[config.mk]
export PLATFORM = sky130hd
export DESIGN_NAME = stp_prescaler
export DESIGN_NICKNAME = d
export VERILOG_FILES = /design/src/stp_pkg.sv /design/src/stp_prescaler.sv
export SDC_FILE = /design/constraint.sdc
export NUM_CORES = 1
export LEC_CHECK = 0
export ABC_AREA = 1
export BUFFER_PORTS_ARGS = -buffer_cell sky130_fd_sc_hd__buf_2
export CORE_UTILIZATION = 54
export CTS_BUF_LIST = sky130_fd_sc_hd__clkbuf_4 sky130_fd_sc_hd__clkbuf_8
export DETAILED_ROUTE_END_ITERATION = 10
export GPL_TIMING_DRIVEN = 1
export PLACE_DENSITY = 0.88
export SYNTH_ARGS = -nofsm -noshare
export SYNTH_HDL_FRONTEND = slang
export SYNTH_SLANG_ARGS = --single-unit
[constraint.sdc]
create_clock -name ref_clk -period 2.4 [get_ports ref_clk]
set_input_delay 0 -clock ref_clk [delete_from_list [all_inputs] [get_ports ref_clk]]
set_output_delay 0 -clock ref_clk [all_outputs]
set_load 0.03 [all_outputs]
[src/stp_pkg.sv]
// Purpose: Constants for the shared timer prescaler, and the pin synchroniser
// Assumes: One 100 MHz clock ref_clk, asynchronous active-low reset arst_n
// Notes:   Synchroniser gives one-cycle rise and fall pulses per pin edge
`timescale 1ns/1ps
`default_nettype none
package stp_pkg;
    localparam int unsigned CLK_MHZ       = 100;
    localparam int          PS_W          = 10;
    localparam int          CS_W          = 3;
    localparam int          NUM_TIMERS    = 2;
    // Register byte addresses
    localparam logic [7:0]  ADDR_GTC      = 8'h00;
    localparam logic [7:0]  ADDR_CSEL     = 8'h04;
    localparam logic [7:0]  ADDR_STAT     = 8'h08;
    // Control register and clock select register fields
    localparam int          BIT_PSR       = 0;
    localparam int          BIT_ICSEL     = 6;
    localparam int          BIT_HOLD      = 7;
    localparam int          CS1_LSB       = 4;
    // Clock select codes
    localparam logic [2:0]  CS_STOP       = 3'h0;
    localparam logic [2:0]  CS_SYS        = 3'h1;
    localparam logic [2:0]  CS_DIV8       = 3'h2;
    localparam logic [2:0]  CS_DIV64      = 3'h3;
    localparam logic [2:0]  CS_DIV256     = 3'h4;
    localparam logic [2:0]  CS_DIV1024    = 3'h5;
    localparam logic [2:0]  CS_EXT_FALL   = 3'h6;
    localparam logic [2:0]  CS_EXT_RISE   = 3'h7;
    // Divider tap masks: tick when all masked bits are one
    localparam logic [9:0]  MASK_DIV8     = 10'h007;
    localparam logic [9:0]  MASK_DIV64    = 10'h03F;
    localparam logic [9:0]  MASK_DIV256   = 10'h0FF;
    localparam logic [9:0]  MASK_DIV1024  = 10'h3FF;
    localparam logic [1:0]  HTRANS_NONSEQ = 2'h2;
endpackage : stp_pkg

module stp_ext_sync
    import stp_pkg::*;
(
    // Clock and reset
    input  wire logic ref_clk,
    input  wire logic arst_n,
    // Pin and edge pulses
    input  wire logic pin,
    output var  logic rise,
    output var  logic fall
);
    typedef struct packed {
        logic s1;
        logic s2;
        logic prev;
        logic rise;
        logic fall;
    } stp_sync_t;

    stp_sync_t st_q, st_d;

    always_comb begin
        st_d      = st_q;
        st_d.s1   = pin;
        st_d.s2   = st_q.s1;
        st_d.prev = st_q.s2;
        // One pulse per edge; with the counter's own flop this is ~4 cycles
        st_d.rise = st_q.s2 & ~st_q.prev;
        st_d.fall = ~st_q.s2 & st_q.prev;
    end

    always_ff @(posedge ref_clk or negedge arst_n) begin
        if (!arst_n) begin
            st_q <= '0;
        end else begin
            st_q <= st_d;
        end
    end

    assign rise = st_q.rise;
    assign fall = st_q.fall;
endmodule : stp_ext_sync
`default_nettype wire

[src/stp_prescaler.sv]
// Purpose: Shared prescaler and clock select front end for two timers
// Assumes: AHB-Lite slave, single word transfers, always OKAY, no wait states
// Notes:   Taps and pin edges are registered once before they reach the timers
// Operation
// - Select one ticks the timer on every system clock cycle while the prescaler reset bit is clear.
// - Divider offers ticks at clock over 8, 64, 256 and 1024.
// - One free-running divider, shared by both timers, ignores clock select.
// - Each timer has its own clock select field.
// - First divided tick comes 1 to N cycles after enabling.
// - External pin sampled every system cycle, then edge detected.
// - Synchroniser clocked on rising system edge.
// - Select 7 ticks on rising pin edges, 6 on falling edges.
// - Pin edge reaches counter tick about four cycles later.
// - External ticks bypass the divider entirely.
// - Prescaler reset bit resets divider, self-clears unless hold mode set.
// - Hold mode keeps prescaler reset asserted; clearing hold releases it.
// - Capture select routes input A when 0, input B when 1.
// - Select zero delivers no ticks.
`timescale 1ns/1ps
`default_nettype none
module stp_prescaler
    import stp_pkg::*;
(
    // Clock and reset
    input  wire logic                  ref_clk,
    input  wire logic                  arst_n,
    // AHB-Lite slave
    input  wire logic                  hsel,
    input  wire logic [31:0]           haddr,
    input  wire logic [1:0]            htrans,
    input  wire logic                  hwrite,
    input  wire logic [2:0]            hsize,
    input  wire logic                  hready,
    input  wire logic [31:0]           hwdata,
    output var  logic [31:0]           hrdata,
    output var  logic                  hreadyout,
    output var  logic                  hresp,
    // Pins
    input  wire logic [NUM_TIMERS-1:0] ext_timer_clock_pin,
    input  wire logic                  capture_input_a,
    input  wire logic                  capture_input_b,
    // Timer side
    output var  logic [NUM_TIMERS-1:0] timer_tick,
    output var  logic                  capture_trigger,
    output var  logic                  prescaler_held
);
    typedef struct packed {
        logic [PS_W-1:0]       div;
        logic                  sync_hold_mode;
        logic                  prescaler_reset_bit;
        logic                  capture_input_select;
        logic [CS_W-1:0]       cs0;
        logic [CS_W-1:0]       cs1;
        logic                  wr_pend;
        logic [7:0]            wr_addr;
        logic [31:0]           rdata;
        logic                  ready;
        logic [1:0]            cap_s1;
        logic [1:0]            cap_s2;
        logic                  cap;
        logic [NUM_TIMERS-1:0] tick;
        logic                  resp;
    } stp_state_t;

    stp_state_t st_q, st_d;
    logic [NUM_TIMERS-1:0] ext_rise;
    logic [NUM_TIMERS-1:0] ext_fall;
    logic [NUM_TIMERS-1:0] tick_c;
    logic                  addr_ph;
    logic [7:0]            ctl_byte;

    // Tap pulse for a clock select code; divided taps stop while held in reset
    function automatic logic tick_sel(input logic [CS_W-1:0] cs, input logic [PS_W-1:0] div,
                                      input logic held, input logic er, input logic ef);
        logic t;
        t = 1'b0;
        case (cs)
            CS_STOP:     t = 1'b0;
            CS_SYS:      t = ~held;
            CS_DIV8:     t = ~held & ((div & MASK_DIV8) == MASK_DIV8);
            CS_DIV64:    t = ~held & ((div & MASK_DIV64) == MASK_DIV64);
            CS_DIV256:   t = ~held & ((div & MASK_DIV256) == MASK_DIV256);
            CS_DIV1024:  t = ~held & ((div & MASK_DIV1024) == MASK_DIV1024);
            CS_EXT_FALL: t = ef;
            CS_EXT_RISE: t = er;
            default:     t = 1'b0;
        endcase
        return t;
    endfunction : tick_sel

    genvar gi;
    generate
        for (gi = 0; gi < NUM_TIMERS; gi++) begin : g_ext
            stp_ext_sync u_sync (
                .ref_clk (ref_clk),
                .arst_n  (arst_n),
                .pin     (ext_timer_clock_pin[gi]),
                .rise    (ext_rise[gi]),
                .fall    (ext_fall[gi])
            );
        end
    endgenerate

    assign ctl_byte = {st_q.sync_hold_mode, st_q.capture_input_select, 5'h00,
                       st_q.prescaler_reset_bit};
    assign addr_ph  = hsel & hready & (htrans == HTRANS_NONSEQ);

    always_comb begin
        st_d = st_q;
        // Divider never looks at the clock selects; only the reset bit stops it
        if (st_q.prescaler_reset_bit) begin
            st_d.div = '0;
        end else begin
            st_d.div = st_q.div + 1'b1;
        end
        // Bit clears on the same edge that the reset takes effect, unless held
        if (st_q.prescaler_reset_bit && !st_q.sync_hold_mode) begin
            st_d.prescaler_reset_bit = 1'b0;
        end
        tick_c[0] = tick_sel(st_q.cs0, st_q.div, st_q.prescaler_reset_bit,
                             ext_rise[0], ext_fall[0]);
        tick_c[1] = tick_sel(st_q.cs1, st_q.div, st_q.prescaler_reset_bit,
                             ext_rise[1], ext_fall[1]);
        st_d.tick = tick_c;
        // Capture pins are asynchronous: two flops before the mux
        st_d.cap_s1 = {capture_input_b, capture_input_a};
        st_d.cap_s2 = st_q.cap_s1;
        st_d.cap    = st_q.capture_input_select ? st_q.cap_s2[1] : st_q.cap_s2[0];
        // Data phase of a write
        st_d.wr_pend = 1'b0;
        if (st_q.wr_pend) begin
            case (st_q.wr_addr)
                ADDR_GTC: begin
                    st_d.sync_hold_mode       = hwdata[BIT_HOLD];
                    st_d.capture_input_select = hwdata[BIT_ICSEL];
                    // Clearing hold from one releases the reset bit, even if the same write sets it
                    if (st_q.sync_hold_mode && !hwdata[BIT_HOLD]) begin
                        st_d.prescaler_reset_bit = 1'b0;
                    end else if (hwdata[BIT_PSR]) begin
                        st_d.prescaler_reset_bit = 1'b1;
                    end
                end
                ADDR_CSEL: begin
                    st_d.cs0 = hwdata[CS_W-1:0];
                    st_d.cs1 = hwdata[CS1_LSB +: CS_W];
                end
                default: ;
            endcase
        end
        // Address phase: latch writes, prepare read data for next cycle
        st_d.ready = 1'b1;
        if (addr_ph) begin
            st_d.wr_pend = hwrite;
            st_d.wr_addr = haddr[7:0];
            st_d.rdata   = '0;
            if (!hwrite && haddr[31:8] == 24'h000000) begin
                case (haddr[7:0])
                    ADDR_GTC:  st_d.rdata = {24'h000000, ctl_byte};
                    ADDR_CSEL: st_d.rdata = {25'h0000000, st_q.cs1, 1'b0, st_q.cs0};
                    ADDR_STAT: st_d.rdata = {22'h000000, st_q.div};
                    default:   st_d.rdata = '0;
                endcase
            end
            if (haddr[31:8] != 24'h000000) begin
                st_d.wr_pend = 1'b0;
            end
        end
    end

    always_ff @(posedge ref_clk or negedge arst_n) begin
        if (!arst_n) begin
            st_q       <= '0;
            st_q.ready <= 1'b1;
        end else begin
            st_q <= st_d;
        end
    end

    assign hrdata          = st_q.rdata;
    assign hreadyout       = st_q.ready;
    // Always OKAY, yet taken from a flop like every other output
    assign hresp           = st_q.resp;
    assign timer_tick      = st_q.tick;
    assign capture_trigger = st_q.cap;
    assign prescaler_held  = st_q.prescaler_reset_bit;
endmodule : stp_prescaler
`default_nettype wire

==> metrics.txt <==
# TYPE chip_impl_metric gauge
chip_impl_metric{name="p_sw_share",unit="%"} 24.5
chip_impl_metric{name="portBuffers",unit=""} 63
chip_impl_info{name="synth_top_cells_by_area",value="dfrtp_1 (49%), nand2_1 (10%), buf_4 (9.9%)"} 1
chip_impl_metric{name="power_frac_comb",unit="%"} 12.0
chip_impl_metric{name="synth.yosys.seq_area_share",unit="%"} 49.0
chip_impl_metric{name="drive_above_1_share",unit="%"} 21.8
chip_impl_info{name="status",value="finished, violations left"} 1
chip_impl_metric{name="clock_latency",unit="ns"} 0.31
chip_impl_info{name="clock_tree_from_tritoncts",value="built"} 1
chip_impl_metric{name="static-leakage-power",unit="nW"} 1.82
chip_impl_metric{name="layout.cell_area.non_filler",unit="um2"} 3330
chip_impl_metric{name="powerDensity",unit="nW/um2"} 551
chip_impl_metric{name="grt_pass1_vias",unit=""} 2282
chip_impl_metric{name="finalSetupTns",unit="ns"} 0
chip_impl_info{name="post-synth-top-area-cell",value="dfrtp_1"} 1
chip_impl_metric{name="fp-row-count",unit=""} 25
chip_impl_metric{name="gpl.final_weighted_congestion",unit=""} 0.828
chip_impl_metric{name="die_width",unit="um"} 74.2
chip_impl_metric{name="synth_area_per_cell",unit="um2"} 8.08
chip_impl_metric{name="worst-endpoint-arrival",unit="ns"} 1.84
chip_impl_metric{name="final-hold-violation-count",unit=""} 1
chip_impl_metric{name="cts.reportedPaths.clkPinSlew",unit="ns"} 0.10
chip_impl_metric{name="grt_max_degree",unit=""} 28
chip_impl_info{name="r2r-start",value="st_q[46]"} 1
chip_impl_info{name="critical_path_class",value="flop to flop"} 1
chip_impl_metric{name="postRouteAntennaNets",unit=""} 0
chip_impl_metric{name="design.portCount",unit=""} 116
chip_impl_metric{name="finalSetupViolations",unit=""} 0
chip_impl_metric{name="fill_cells",unit=""} 402
chip_impl_metric{name="final_period_demand_of_the_worst_path",unit="ns"} 1.65
chip_impl_info{name="rsz0062_at_grt",value="no"} 1
chip_impl_metric{name="floorplan.die.height",unit="um"} 74.2
chip_impl_metric{name="mappedNetlistArea",unit="um2"} 2810
chip_impl_metric{name="netlist.area_leader.share",unit="%"} 49.0
chip_impl_metric{name="worst_ir_drop_vdd",unit="V"} 0.000482
chip_impl_metric{name="synth-warning-count",unit=""} 0
chip_impl_metric{name="cts_made_buffers",unit=""} 5
chip_impl_metric{name="p_switching",unit="mW"} 0.451
chip_impl_metric{name="detailroute.via_count",unit=""} 2289
chip_impl_metric{name="n_antenna_cell",unit=""} 0
chip_impl_metric{name="grt_usage",unit="%"} 22.2
chip_impl_metric{name="worst-path-max-fanout",unit=""} 12
chip_impl_metric{name="timing_worst_slew_pin_value",unit="ns"} 0.656
chip_impl_metric{name="sequentialPowerShare",unit="%"} 53.7
chip_impl_metric{name="data_required_time_at_the_worst_endpoint",unit="ns"} 2.58
chip_impl_metric{name="fmax",unit="GHz"} 0.605
chip_impl_metric{name="netlist_instances",unit=""} 348
chip_impl_info{name="failed_checks",value="hold timing"} 1
chip_impl_info{name="cts_root_buffer",value="clkbuf_8"} 1
chip_impl_metric{name="wl",unit="um"} 5360
chip_impl_info{name="timing.rr.end",value="st_q[54]"} 1
chip_impl_info{name="most_frequent_standard_cell_in_the_layout_excluding_fill_and_tap_cells",value="nand2_1"} 1
chip_impl_metric{name="antenna_found_initial",unit=""} 0
chip_impl_metric{name="htree_num_levels",unit=""} 2
chip_impl_metric{name="max_slew_margin",unit="%"} 56.1
chip_impl_metric{name="drt_first_pass_iters",unit=""} 4
chip_impl_metric{name="detailed_place_hpwl",unit="um"} 3880
chip_impl_metric{name="setup.reg_to_reg.worst_slack",unit="ns"} 0.75
chip_impl_metric{name="detail_route.drc_violations",unit=""} 0
chip_impl_metric{name="core_footprint",unit="um2"} 4880
chip_impl_metric{name="ys_ff_latch",unit=""} 55
chip_impl_metric{name="cts_repair_resize_count",unit=""} 0
chip_impl_metric{name="layout.nets",unit=""} 501
chip_impl_metric{name="layout_area_overhead",unit="%"} 18.6
chip_impl_info{name="crit_path_end",value="st_q[54]"} 1
chip_impl_metric{name="fin_worst_hold_slack",unit="ns"} -0.000588
chip_impl_metric{name="place_area",unit="um2"} 3020
chip_impl_info{name="critPathLaunch",value="st_q[46]"} 1
chip_impl_info{name="worst_setup_path_start_kind",value="flop"} 1
chip_impl_metric{name="routedWlPerCell",unit="um"} 11.0
chip_impl_metric{name="grt_first_pass_wirelength",unit="um"} 9360
chip_impl_metric{name="grt_remaining_overflow",unit=""} 0
chip_impl_metric{name="clock_buffer_depth",unit=""} 2
chip_impl_info{name="endpoint_kind",value="flop"} 1
chip_impl_metric{name="floorplan.die_area",unit="um2"} 5500
chip_impl_metric{name="via_density_per_instance",unit=""} 4.68
chip_impl_metric{name="worst_reg2reg_path_length_in_cells",unit=""} 6
chip_impl_metric{name="drtIter0Drc",unit=""} 131
chip_impl_metric{name="tritoncts_num_sinks",unit=""} 55
chip_impl_info{name="worst_hold_path_type",value="primary input to flop"} 1
chip_impl_metric{name="finClkSkew",unit="ns"} 0.00855
chip_impl_metric{name="maxCapViolations",unit=""} 0
chip_impl_info{name="layout_common_cells",value="nand2_1 (76), buf_2 (63), dfrtp_1 (55)"} 1
chip_impl_metric{name="cell_internal_pwr",unit="mW"} 1.39
chip_impl_metric{name="netlist-cell-type-count",unit=""} 24
chip_impl_metric{name="floorplan.initialDensity",unit="%"} 57.6
chip_impl_metric{name="power.clock.fraction",unit="%"} 34.3
chip_impl_metric{name="fin_crit_sh",unit="%"} 68.9
chip_impl_metric{name="report.final.slew_viol_count",unit=""} 0
cell type report:
class,instances,area (um2),share of cell area [%]
Sequential cell,55,1380,41.3
Multi-Input combinational cell,236,1080,32.4
Timing Repair Buffer,86,538,16.1
Inverter,37,139,4.17
Tap cell,67,83.8,2.52
Clock buffer,6,82.6,2.48
Clock inverter,2,35.0,1.05
critical path, stage by stage, from the launching register on:
cell and delay [ns]:
dfrtp_1 0.40, nor2_1 0.11, nand3_1 0.11, inv_1 0.07, nand4_1 0.50, nand2_1 0.26, o21ai_2 0.07
stage by stage:
step	utilization, %	cells	setup slack, ns	power, mW
after floorplan	-	370	1.17	1.15
after global placement	61.8	461	0.827	1.19
after detailed placement	61.8	461	0.752	1.20
after CTS	68.3	489	0.716	1.84
after global routing	68.3	489	0.617	1.91
final	68.3	489	0.746	1.84
worst min-delay path by stage:
| stage | startpoint | end | slack, ns | depth (start not counted) |
|---|---|---|---|---|
| global placement | arst_n | g_ext[1].u_sync.st_d[3] | -0.20 | 1 |
| CTS | arst_n | g_ext[1].u_sync.st_d[3] | 0.002 | 2 |
| global route | arst_n | g_ext[1].u_sync.st_d[3] | 0.02 | 2 |
| floorplan | arst_n | capture_trigger | -0.30 | 0 |
| detailed placement | arst_n | g_ext[1].u_sync.st_d[3] | -0.20 | 1 |
| finish | haddr[2] | st_q[43] | -0.0006 | 3 |
synthesized netlist by cell type, drive strengths merged:
cell / n
nor2: 57
a21oi: 11
clkbuf: 2
o21ai: 20
nand4: 1
mux2: 1
nor3: 4
dfrtp: 55
inv: 37
conb: 2
nand2: 77
xor2: 1
nand3: 38
ha: 2
buf: 40
kinds of logic (layout without fill, tap and decap cells):
logic type | count (synthesis) | in the layout | share of synthesized area (%)
AND/OR/NAND/NOR | 177 | 177 | 27.2
buffers and inverters | 79 | 131 | 15.6
flip-flops | 55 | 55 | 49.0
AO/OA/AOI/OAI | 31 | 31 | 6.32
adder cells (fa/ha/maj) | 2 | 2 | 0.890
other | 2 | 24 | 0.267
XOR/XNOR | 1 | 1 | 0.312
multiplexers | 1 | 1 | 0.401
registers in the layout (all words and copies together), names as in the netlist:
register           count
st_q                  27
hrdata                10
g_ext.u_sync.st_d      4
ctl_byte               2
g_ext.u_sync.fall      2
g_ext.u_sync.rise      2
g_ext.u_sync.st_q      2
st_d                   2
timer_tick             2
capture_trigger        1
prescaler_held         1
timing repair:
item                                   CTS  global route
setup buffers                            0             0
hold buffers                            20             0
endpoints found under the hold margin   76             0
power by group through the flow:
stage                     clock network, mW  registers, mW  logic, mW
after global placement                    0           1.00      0.188
final                                 0.630          0.985      0.220
after CTS                             0.638          0.985      0.220
after floorplan                           0           1.00      0.149
after global routing                  0.668          0.990      0.249
after detailed placement                  0           1.00      0.195
routing by layer:
layer  routed length [um]  global-route usage [%]  vias up
met5                    0                       0        -
met4                   88                    8.12        0
met3                  222                    3.79        8
met2                 2760                    40.1       68
met1                 2290                    26.4     1043
li1                     -                       -     1170
Note: power is estimated with default switching activity, not from simulation.
